<file path="src/hw/txps_pkg.sv">
// Purpose: Constants for the transmit packet scheduler.
// Assumes: One 100 MHz clock, byte-wide packet buffer writes from the host.
// Notes: Header layout offsets and field positions live here.
// Summary of operation
// - Buffer holds exactly one pending packet, header and payload together.
// - One free-running 32-bit microsecond timer stamps and schedules.
// - Bytes 3 to 6 give start time; emit when timer equals it.
// - Each packet of nonzero length departs immediately or at its programmed timer value.
// - Bytes 0 to 2 give 24-bit channel frequency word, MSB first.
// - Byte 7: radio select, modulation, power above 7 means 20 dBm.
// - Bytes 9 to 15 decode by modulation; byte 8 reserved.
// - Chirp byte 9: CRC enable, coding redundancy, spread factor; byte 10 length.
// - Chirp byte 11: implicit header and bandwidth; bytes 14, 15 reserved.
// - Chirp bytes 12 and 13 give preamble symbols, MSB first.
// - FSK byte 9 gives deviation in kHz, byte 10 payload length.
// - FSK byte 11: length mode, CRC, polynomial, line coding.
// - FSK bytes 12 and 13 give preamble byte count.
// - FSK bytes 14 and 15 give bit rate divider of 32 MHz.
// - Multi-byte fields take the MSB from the lowest position.
// - Header is never emitted; payload starts at byte 16, up to 128.
// - Header configures the transmit path before emission begins.
package txps_pkg;
    localparam int HDR_BYTES = 16;
    localparam int MAX_PAYLOAD = 128;
    localparam int BUF_BYTES = HDR_BYTES + MAX_PAYLOAD;
    localparam int PTR_W = 8;
    localparam logic [7:0] PAYLOAD_BASE = 8'h10;
    localparam int OFS_FREQ = 0;
    localparam int OFS_TIME = 3;
    localparam int OFS_CTRL = 7;
    localparam int OFS_B9 = 9;
    localparam int OFS_LEN = 10;
    localparam int OFS_B11 = 11;
    localparam int OFS_PRE = 12;
    localparam int OFS_RATE = 14;
    localparam int BIT_RADIO = 5;
    localparam int BIT_MOD = 4;
    localparam logic [3:0] PWR_HIGH_ABOVE = 4'h7;
    localparam int BIT_CRC16 = 7;
    localparam int BIT_IMPLICIT = 2;
    localparam int BIT_VARLEN = 0;
    localparam int BIT_FSK_CRC = 1;
    localparam int BIT_CRC_POLY = 4;
    localparam int TICK_NS = 1000;
    localparam int CLK_NS = 10;
    localparam int US_CYCLES = TICK_NS / CLK_NS;
    localparam logic [31:0] TIMER_RESET = 32'h0000_0000;
    localparam logic [7:0] PTR_RESET = 8'h00;
    typedef enum logic [1:0] {TXPS_IDLE, TXPS_WAIT, TXPS_SEND} txps_state_t;
endpackage

</file>
<file path="src/hw/txps_scheduler.sv">
// Purpose: Holds one packet, decodes its header, emits payload on time.
// Assumes: Host burst writes via wr_ptr_load/wr_en; tx sink gives tx_ready.
// Notes: Decoded fields are held stable from start of wait until done.
`timescale 1ns/1ps
module txps_scheduler
    import txps_pkg::*;
(
    input wire logic clk,
    input wire logic rst_n,
    input wire logic wr_ptr_load,
    input wire logic [7:0] wr_ptr_value,
    input wire logic wr_en,
    input wire logic [7:0] wr_data,
    input wire logic tx_go,
    input wire logic tx_immediate,
    input wire logic tx_ready,
    output logic buf_free,
    output logic tx_busy,
    output logic [31:0] timer_us,
    output logic tx_valid,
    output logic [7:0] tx_data,
    output logic tx_last,
    output logic [23:0] chan_freq,
    output logic [31:0] start_time,
    output logic radio_sel,
    output logic mod_fsk,
    output logic [3:0] power_code,
    output logic power_high,
    output logic [7:0] payload_len,
    output logic crc16_en,
    output logic [2:0] coding_redundancy_field,
    output logic [3:0] spread_factor_field,
    output logic implicit_hdr,
    output logic [1:0] bandwidth_sel,
    output logic [15:0] preamble_len,
    output logic [7:0] freq_dev_khz,
    output logic var_length,
    output logic fsk_crc_en,
    output logic crc_polynomial_select,
    output logic [1:0] line_balance_coding,
    output logic [15:0] bitrate_div
);
    logic [7:0] buffer [0:BUF_BYTES-1];
    logic [7:0] wptr;
    logic [7:0] rptr;
    logic [7:0] remain;
    logic [6:0] us_div;
    txps_state_t state;
    txps_state_t next_state;
    logic us_tick;
    logic time_hit;
    logic go_ok;
    logic send_beat;
    logic last_beat;
    logic fsk_mode;
    logic len_zero;
    logic load_chirp;
    logic load_fsk;
    logic [7:0] rd_index;
    logic [23:0] hdr_freq;
    logic [31:0] hdr_time;
    logic [7:0] hdr_ctrl;
    logic [7:0] hdr_b9;
    logic [7:0] hdr_len;
    logic [7:0] hdr_b11;
    logic [15:0] hdr_pre;
    logic [15:0] hdr_rate;

    assign us_tick = (us_div == 7'(US_CYCLES - 1));
    assign go_ok = tx_go && (state == TXPS_IDLE);
    // Equality only: a start time already passed waits a full wrap.
    assign time_hit = (timer_us == start_time);
    assign send_beat = (state == TXPS_SEND) && tx_ready;
    assign last_beat = send_beat && (remain == 8'h01);
    assign fsk_mode = buffer[OFS_CTRL][BIT_MOD];
    assign buf_free = (state == TXPS_IDLE);
    assign tx_busy = (state != TXPS_IDLE);
    assign tx_valid = (state == TXPS_SEND);
    assign tx_last = tx_valid && (remain == 8'h01);

    // Multi-byte fields are assembled with the lowest position on top.
    assign hdr_freq = {buffer[OFS_FREQ], buffer[OFS_FREQ+1],
        buffer[OFS_FREQ+2]};
    assign hdr_time = {buffer[OFS_TIME], buffer[OFS_TIME+1],
        buffer[OFS_TIME+2], buffer[OFS_TIME+3]};
    assign hdr_ctrl = buffer[OFS_CTRL];
    assign hdr_b9 = buffer[OFS_B9];
    assign hdr_len = buffer[OFS_LEN];
    assign hdr_b11 = buffer[OFS_B11];
    assign hdr_pre = {buffer[OFS_PRE], buffer[OFS_PRE+1]};
    assign hdr_rate = {buffer[OFS_RATE], buffer[OFS_RATE+1]};
    assign len_zero = (hdr_len == 8'h00);
    assign load_chirp = go_ok && !fsk_mode;
    assign load_fsk = go_ok && fsk_mode;
    // The first payload byte is fetched on go, so an immediate start
    // never shows a byte left over from the previous packet.
    assign rd_index = go_ok ? PAYLOAD_BASE :
        (send_beat && !last_beat) ? rptr + 8'h01 : rptr;

    // Writes are refused while a packet is pending; the host waits.
    always_ff @(posedge clk)
    begin
        if (wr_en && state == TXPS_IDLE && wptr < 8'(BUF_BYTES))
        begin
            buffer[wptr] <= wr_data;
        end
    end

    always_ff @(posedge clk)
    begin
        if (!rst_n)
        begin
            wptr <= PTR_RESET;
        end
        else if (wr_ptr_load)
        begin
            wptr <= wr_ptr_value;
        end
        else if (wr_en && state == TXPS_IDLE)
        begin
            wptr <= wptr + 8'h01;
        end
    end

    always_ff @(posedge clk)
    begin
        if (!rst_n)
        begin
            us_div <= 7'h00;
            timer_us <= TIMER_RESET;
        end
        else if (us_tick)
        begin
            us_div <= 7'h00;
            timer_us <= timer_us + 32'h1;
        end
        else
        begin
            us_div <= us_div + 7'h01;
        end
    end

    always_comb
    begin
        next_state = state;
        unique case (state)
            TXPS_IDLE:
            begin
                if (go_ok && len_zero)
                    next_state = TXPS_IDLE;
                else if (go_ok && tx_immediate)
                    next_state = TXPS_SEND;
                else if (go_ok)
                    next_state = TXPS_WAIT;
            end
            TXPS_WAIT:
            begin
                if (time_hit)
                    next_state = TXPS_SEND;
            end
            TXPS_SEND:
            begin
                if (last_beat)
                    next_state = TXPS_IDLE;
            end
        endcase
    end

    always_ff @(posedge clk)
    begin
        if (!rst_n)
            state <= TXPS_IDLE;
        else
            state <= next_state;
    end

    // Header is latched on go so the transmit path is set before emission.
    always_ff @(posedge clk)
    begin
        if (!rst_n)
            chan_freq <= 24'h0;
        else if (go_ok)
            chan_freq <= hdr_freq;
    end

    always_ff @(posedge clk)
    begin
        if (!rst_n)
            start_time <= 32'h0;
        else if (go_ok)
            start_time <= hdr_time;
    end

    always_ff @(posedge clk)
    begin
        if (!rst_n)
            radio_sel <= 1'b0;
        else if (go_ok)
            radio_sel <= hdr_ctrl[BIT_RADIO];
    end

    always_ff @(posedge clk)
    begin
        if (!rst_n)
            mod_fsk <= 1'b0;
        else if (go_ok)
            mod_fsk <= fsk_mode;
    end

    always_ff @(posedge clk)
    begin
        if (!rst_n)
            power_code <= 4'h0;
        else if (go_ok)
            power_code <= hdr_ctrl[3:0];
    end

    always_ff @(posedge clk)
    begin
        if (!rst_n)
            power_high <= 1'b0;
        else if (go_ok)
            power_high <= hdr_ctrl[3:0] > PWR_HIGH_ABOVE;
    end

    always_ff @(posedge clk)
    begin
        if (!rst_n)
            payload_len <= 8'h0;
        else if (go_ok)
            payload_len <= hdr_len;
    end

    // Modem-specific fields; the unused modem's fields are cleared.
    always_ff @(posedge clk)
    begin
        if (!rst_n || load_fsk)
            crc16_en <= 1'b0;
        else if (load_chirp)
            crc16_en <= hdr_b9[BIT_CRC16];
    end

    always_ff @(posedge clk)
    begin
        if (!rst_n || load_fsk)
            coding_redundancy_field <= 3'h0;
        else if (load_chirp)
            coding_redundancy_field <= hdr_b9[6:4];
    end

    always_ff @(posedge clk)
    begin
        if (!rst_n || load_fsk)
            spread_factor_field <= 4'h0;
        else if (load_chirp)
            spread_factor_field <= hdr_b9[3:0];
    end

    always_ff @(posedge clk)
    begin
        if (!rst_n || load_fsk)
            implicit_hdr <= 1'b0;
        else if (load_chirp)
            implicit_hdr <= hdr_b11[BIT_IMPLICIT];
    end

    always_ff @(posedge clk)
    begin
        if (!rst_n || load_fsk)
            bandwidth_sel <= 2'h0;
        else if (load_chirp)
            bandwidth_sel <= hdr_b11[1:0];
    end

    always_ff @(posedge clk)
    begin
        if (!rst_n || load_chirp)
            freq_dev_khz <= 8'h0;
        else if (load_fsk)
            freq_dev_khz <= hdr_b9;
    end

    always_ff @(posedge clk)
    begin
        if (!rst_n || load_chirp)
            var_length <= 1'b0;
        else if (load_fsk)
            var_length <= hdr_b11[BIT_VARLEN];
    end

    always_ff @(posedge clk)
    begin
        if (!rst_n || load_chirp)
            fsk_crc_en <= 1'b0;
        else if (load_fsk)
            fsk_crc_en <= hdr_b11[BIT_FSK_CRC];
    end

    always_ff @(posedge clk)
    begin
        if (!rst_n || load_chirp)
            crc_polynomial_select <= 1'b0;
        else if (load_fsk)
            crc_polynomial_select <= hdr_b11[BIT_CRC_POLY];
    end

    always_ff @(posedge clk)
    begin
        if (!rst_n || load_chirp)
            line_balance_coding <= 2'h0;
        else if (load_fsk)
            line_balance_coding <= hdr_b11[3:2];
    end

    always_ff @(posedge clk)
    begin
        if (!rst_n || load_chirp)
            bitrate_div <= 16'h0;
        else if (load_fsk)
            bitrate_div <= hdr_rate;
    end

    // The preamble count is shared by both modems.
    always_ff @(posedge clk)
    begin
        if (!rst_n)
            preamble_len <= 16'h0;
        else if (go_ok)
            preamble_len <= hdr_pre;
    end

    // Read pointer starts at the payload; header bytes never go out.
    always_ff @(posedge clk)
    begin
        if (!rst_n)
        begin
            rptr <= PAYLOAD_BASE;
            remain <= 8'h0;
        end
        else if (go_ok)
        begin
            rptr <= PAYLOAD_BASE;
            remain <= (buffer[OFS_LEN] > 8'(MAX_PAYLOAD)) ?
                8'(MAX_PAYLOAD) : buffer[OFS_LEN];
        end
        else if (send_beat)
        begin
            rptr <= rptr + 8'h01;
            remain <= remain - 8'h01;
        end
    end

    always_ff @(posedge clk)
    begin
        if (!rst_n)
            tx_data <= 8'h0;
        else
            tx_data <= buffer[rd_index];
    end
endmodule

</file>
<file path="config.mk">
export PLATFORM = sky130hd
export DESIGN_NAME = txps_scheduler
export DESIGN_NICKNAME = d
export VERILOG_FILES = /design/src/hw/txps_pkg.sv /design/src/hw/txps_scheduler.sv
export SDC_FILE = /design/constraint.sdc
export NUM_CORES = 2
export LEC_CHECK = 0
export BUFFER_PORTS_ARGS = -buffer_cell sky130_fd_sc_hd__buf_2
export CELL_PAD_IN_SITES_DETAIL_PLACEMENT = 1
export CELL_PAD_IN_SITES_GLOBAL_PLACEMENT = 2
export CORE_MARGIN = 2
export CORE_UTILIZATION = 46
export CTS_BUF_LIST = sky130_fd_sc_hd__clkbuf_4 sky130_fd_sc_hd__clkbuf_8
export CTS_CLUSTER_DIAMETER = 60
export CTS_CLUSTER_SIZE = 24
export DETAILED_ROUTE_END_ITERATION = 10
export PLACE_DENSITY_LB_ADDON = 0.1
export RECOVER_POWER = 25
export SLEW_MARGIN = 30
export SYNTH_ARGS = -nofsm -noshare
export SYNTH_HDL_FRONTEND = slang
export SYNTH_SLANG_ARGS = --single-unit
</file>
<file path="constraint.sdc">
create_clock -name clk -period 7.85 [get_ports clk]
set_input_delay 0.785 -clock clk [delete_from_list [all_inputs] [get_ports clk]]
set_output_delay 0.785 -clock clk [all_outputs]
set_load 0.03 [all_outputs]
</file>
Word-level counts from Yosys, hierarchy flattened
Memory sizes are Yosys's and may differ from the RTL's. A register that Yosys moved wholly into a read port is not among the register bits.
Index checks and enable logic that the tools add are counted.
{"block": "word_totals", "reg_bits": 104, "ramBits": 1152, "inputBits": 23, "output_inout_bits": 171, "word_cells": 88, "memories": 1}
{"memory": "buffer", "words": 144, "word_bits": 8, "read_ports": 16, "rd_clocked_by_memory_dff": 12, "wr": 1, "line": "txps_scheduler.sv:43", "text": "logic [7:0] buffer [0:BUF_BYTES-1];"}
{"block": "op_classes", "addsub": 5, "magnitude_cmp": 3, "n_eq_ne": 8, "mux": 15, "bitwise": 1, "n_reduce_logical": 34}
{"cell": "$mux 8", "n": 7}
{"cell": "$add 32x1->32 const B", "n": 1}
{"cell": "$eq 32x32->1", "n": 1}
{"cell": "$add 8x1->8 const B", "n": 2}
{"cell": "$logic_not 1->1", "n": 13}
{"cell": "$logic_and 1x1->1", "n": 11}
{"cell": "$mux 2", "n": 5}
{"cell": "$eq 8x1->1 const B", "n": 1}
{"cell": "$gt 8x8->1 const B", "n": 1}
{"cell": "$logic_not 8->1", "n": 1}
{"cell": "$lt 8x8->1 const B", "n": 1}
{"cell": "$sub 8x1->8 const B", "n": 1}
{"cell": "$add 7x1->7 const B", "n": 1}
{"cell": "$eq 7x7->1 const B", "n": 1}
{"cell": "$pmux 2 s3", "n": 1}
{"cell": "$reduce_bool 2->1", "n": 3}
{"cell": "$gt 4x3->1 const B", "n": 1}
{"cell": "$ne 4x1->1 const B", "n": 1}
{"cell": "$reduce_or 2->1", "n": 2}
{"cell": "$reduce_and 3->1", "n": 1}
{"cell": "$eq 2x1->1 const B", "n": 1}
{"cell": "$eq 2x2->1 const B", "n": 1}
{"cell": "$logic_not 2->1", "n": 1}
{"cell": "$logic_or 1x1->1", "n": 2}
{"cell": "4 further kinds", "n": 5}

Logic depth before layout (Yosys ltp)
{"block": "depth", "word_depth": 7, "depth_mapped": 17}

Worst setup path after synthesis
Ideal clock, no wire load.
{"block": "synth_path", "path_type": "input -> register", "from": "in tx_ready", "to": "reg tx_data[0] (read register of buffer)", "setup_ps": 129, "arrival_time_ps": 3021, "setup_slack_ps": 4700, "cell_stages": 12, "n_path_buf": 3, "path_cell_list": "clkbuf_2 -> and3b_1 -> a21boi_1 -> o21ai_1 -> buf_4 -> buf_4 -> mux2_2 -> o211a_1 -> o32ai_1 -> nand2_1 -> a311oi_1 -> a211oi_2"}
{"block": "synth_between", "elab_chain_cells": 6}
{"item": "start: declaration", "line": "txps_scheduler.sv:16", "text": "input wire logic tx_ready,"}
{"item": "$logic_and 1x1->1 *", "line": "txps_scheduler.sv:73", "text": "assign send_beat = (state == TXPS_SEND) && tx_ready;"}
{"item": "$logic_and 1x1->1", "line": "txps_scheduler.sv:74", "text": "assign last_beat = send_beat && (remain == 8'h01);"}
{"item": "$logic_not 1->1", "line": "txps_scheduler.sv:98", "text": "(send_beat && !last_beat) ? rptr + 8'h01 : rptr;"}
{"item": "$logic_and 1x1->1 *", "line": "txps_scheduler.sv:98"}
{"item": "$mux 8 *", "line": "txps_scheduler.sv:98"}
{"item": "$mux 8 *", "line": "txps_scheduler.sv:97", "text": "assign rd_index = go_ok ? PAYLOAD_BASE :"}
{"item": "end: declaration", "line": "txps_scheduler.sv:21", "text": "output logic [7:0] tx_data,"}
Mark *: on every way between the ends. The rest lies on a longest branch, timed or not.
A chain may end at the register's enable or synchronous reset.

Final worst setup path
{"block": "layout_path", "from": "reg remain[2]", "to": "reg tx_data[1] (read register of buffer)"}
{"block": "layout_between", "elab_chain_cells": 6}
{"item": "start: declaration", "line": "txps_scheduler.sv:46", "text": "logic [7:0] remain;"}
{"item": "start signal: assignment", "line": "txps_scheduler.sv:343", "text": "remain <= (buffer[OFS_LEN] > 8'(MAX_PAYLOAD)) ?"}
{"item": "start signal: assignment", "line": "txps_scheduler.sv:349", "text": "remain <= remain - 8'h01;"}
{"item": "$eq 8x1->1", "line": "txps_scheduler.sv:74"}
{"item": "$logic_and 1x1->1", "line": "txps_scheduler.sv:74"}
{"item": "$logic_not 1->1", "line": "txps_scheduler.sv:98"}
{"item": "$logic_and 1x1->1", "line": "txps_scheduler.sv:98"}
{"item": "$mux 8", "line": "txps_scheduler.sv:98"}
{"item": "$mux 8", "line": "txps_scheduler.sv:97"}
No other way between the ends.

==> flow_summary.yaml <==
run_status:
  outcome: "complete, but fails checks"
  violations: "max-capacitance violations, max-slew violations"
die:
  fp.coreArea_sq_um: 118000
  pin_count: 194
  die_h_um: 349
  die-area_sq_um: 122000
  num_rows: 126
  start_util: 0.464
  fp.dieW_um: 349
setup_path:
  cp-end-kind: "flip-flop"
  cp.required_ns: 8.52
  slowest_stage: "nor4_4"
  startpoint_type: "flip-flop"
  criticalPathCategory: "flip-flop to flip-flop"
  max_stage_delay_ns: 0.87
  r2r_slack_ns: 2.46
  path_cells: "nor4_4 > a21boi_2 > a21oi_4 > buf_12 > buf_4 > mux4_2 > a22oi_1 > a221oi_1 > a311oi_1 > nor3_1"
  worst-path-max-fanout: 154
  arrival_ns: 6.06
final_layout:
  drive_above_1_share: 0.142
  final_cell_area_sq_um: 59800
  syn2layout_area_growth_pct: 9.41
  final_cell_mix: "edfxtp_1, nand2_1, nor2_1"
  fin_nets: 4166
  layout_commonest_cell: "edfxtp_1"
sta:
  tightest_slew_ns: 4.91
  slew_headroom: -2.27
  drv_slew: 640
  hold-worst-slack_ns: 0.194
  hold_viol: 0
  setup_slack_ns: 2.46
  finalSetupTns_ns: 0
  setup-violations-final: 0
  fmax_mhz: 186
  post-route-min-period_ns: 5.39
  min_period_over_period: 0.687
  skew_ns: 0.0364
  rsz0062_at_grt: "no"
routing:
  vias: 34618
  wl_um: 171000
  ant_nets: 0
  drt-vias-per-instance: 6.00
  first_iter_violations: 3242
  drtPass1Iterations: 5
  drc: 0
  routedWlPerCell_um: 29.6
yosys:
  yosysSeqAreaShare: 0.706
  syn_area_sq_um: 54700
  synth-edff-count: 1152
  async_flop_share: 0
  synthesis.nets: 4047
  syn_area_per_cell_sq_um: 13.6
  ys.flop_type: "edfxtp_1"
  synth-seq-cells: 1352
  synthCells: 4012
  yosys_warnings: 0
  ys_types: 83
placed_design:
  place_hpwl_um: 110000
  postPlaceCellArea_sq_um: 56900
  gp_congestion: 0.887
  pre_cts_slack_ns: 2.60
  io_buffers: 193
clock_tree:
  clockRootBuffer: "clkbuf_8"
  clk_path_buf_depth: 3
  h-tree-depth: 3
  cts_tree: "yes"
  postCtsResizedCells: 0
  clkSinkCount: 1352
  cts_buffers: 117
  post_cts_buffers: 0
  path_clk_slew_ns: 0.12
  clkLatencyLatePin_ns: 0.83
  ctsHoldBuffers: 0
global_routing:
  grt_pass1_wl_um: 248000
  grt.overflow.total: 0
  first_global_vias: 34415
  antenna_found_initial: 5
  grt.total_usage: 0.280
  grt_max_degree: 155
worst_hold_path:
  hold_path.class: "input port to flip-flop"
pwr:
  finalPower_mw: 15.4
  p_per_area_nw_per_um2: 258
  ir_drop_uv: 190
  leakagePower_nw: 20.9
flow_run:
  cap_viol_max_count: 10
-- Yosys cell counts, types with 35 or more instances --
cell type / number / area [sq um]
nor2_1: 256 / 961
o21ai_0: 52 / 260
a31oi_1: 53 / 332
xor2_1: 56 / 490
mux4_2: 51 / 1150
clkbuf_1: 107 / 402
a211oi_1: 49 / 368
a21oi_1: 230 / 1150
edfxtp_1: 1152 / 34600
mux2i_1: 224 / 2240
and3_1: 62 / 388
dfxtp_1: 200 / 4000
o22ai_1: 35 / 219
buf_4: 43 / 323
nand3_1: 107 / 536
a32oi_1: 62 / 543
nand2_1: 799 / 3000
buf_2: 73 / 365
-- path summary, 6_finish.rpt --
kind / startpoint / to / cells after the start
max reg2reg: remain[2] / tx_data[1] / 10
min: wr_ptr_value[5] / wptr[5] / 3
min reg2reg: spread_factor_field[2] / spread_factor_field[2] / 2
max: remain[2] / tx_data[1] / 10
-- state kept, by name, indices dropped and copies added, names as in the netlist, 7 cells and up --
name / cells
buffer: 1152
start_time: 32
timer_us: 32
chan_freq: 24
bitrate_div: 16
preamble_len: 16
freq_dev_khz: 8
payload_len: 8
remain: 8
rptr: 8
tx_data: 8
wptr: 8
us_div: 7
-- area by class of cell --
type	instances	area (sq um)
antenna	2	5.00
clock buffer	124	1680
clock inverter	96	1190
fill	11767	58100
inverter	14	55.1
multi-input combinational	2397	14900
sequential	1352	38600
tap	1536	1920
timing repair buffer	249	1490
-- layer usage --
layer  up-vias  global-route usage  part of all wire
li1      15239                   -                 -
met1     17918               0.396              0.44
met2      1211               0.441              0.46
met3       248              0.0392             0.062
met4         2               0.103             0.038
met5         -                   0          0.000082
-- through the flow --
| stage | utilization | std cells |
|---|---|---|
| 5_1_grt | 0.507 | 5770 |
| 3_3_place_gp | 0.481 | 5542 |
| 6_report | 0.507 | 5770 |
| 2_1_floorplan | - | 4012 |
| 3_5_place_dp | 0.483 | 5546 |
| 4_1_cts | 0.507 | 5766 |
-- kinds of logic after synthesis --
kind of cell             count (synthesis)  synth area share
AO/OA/AOI/OAI                          661            0.0822
XOR/XNOR                                79            0.0127
adder cells (fa/ha/maj)                 12           0.00275
buffers and inverters                  263            0.0254
flip-flops                            1352             0.706
multiplexers                           299            0.0670
AND/OR/NAND/NOR                       1346             0.104
-- report_power, final --
group	switching, mW	internal (mW)
sequential	0.120	7.92
clock	2.84	1.98
combinational	1.83	0.741
-- critical path: cells and delay by family, from the launching register on --
family	cells	cell delay, ns
AOI/OAI and AO/OA	5	2.01
buffers and inverters	2	1.33
DFF	1	0.41
muxes	1	0.43
and+or+nand+nor	2	0.96
(Power assumes the default switching activity.)
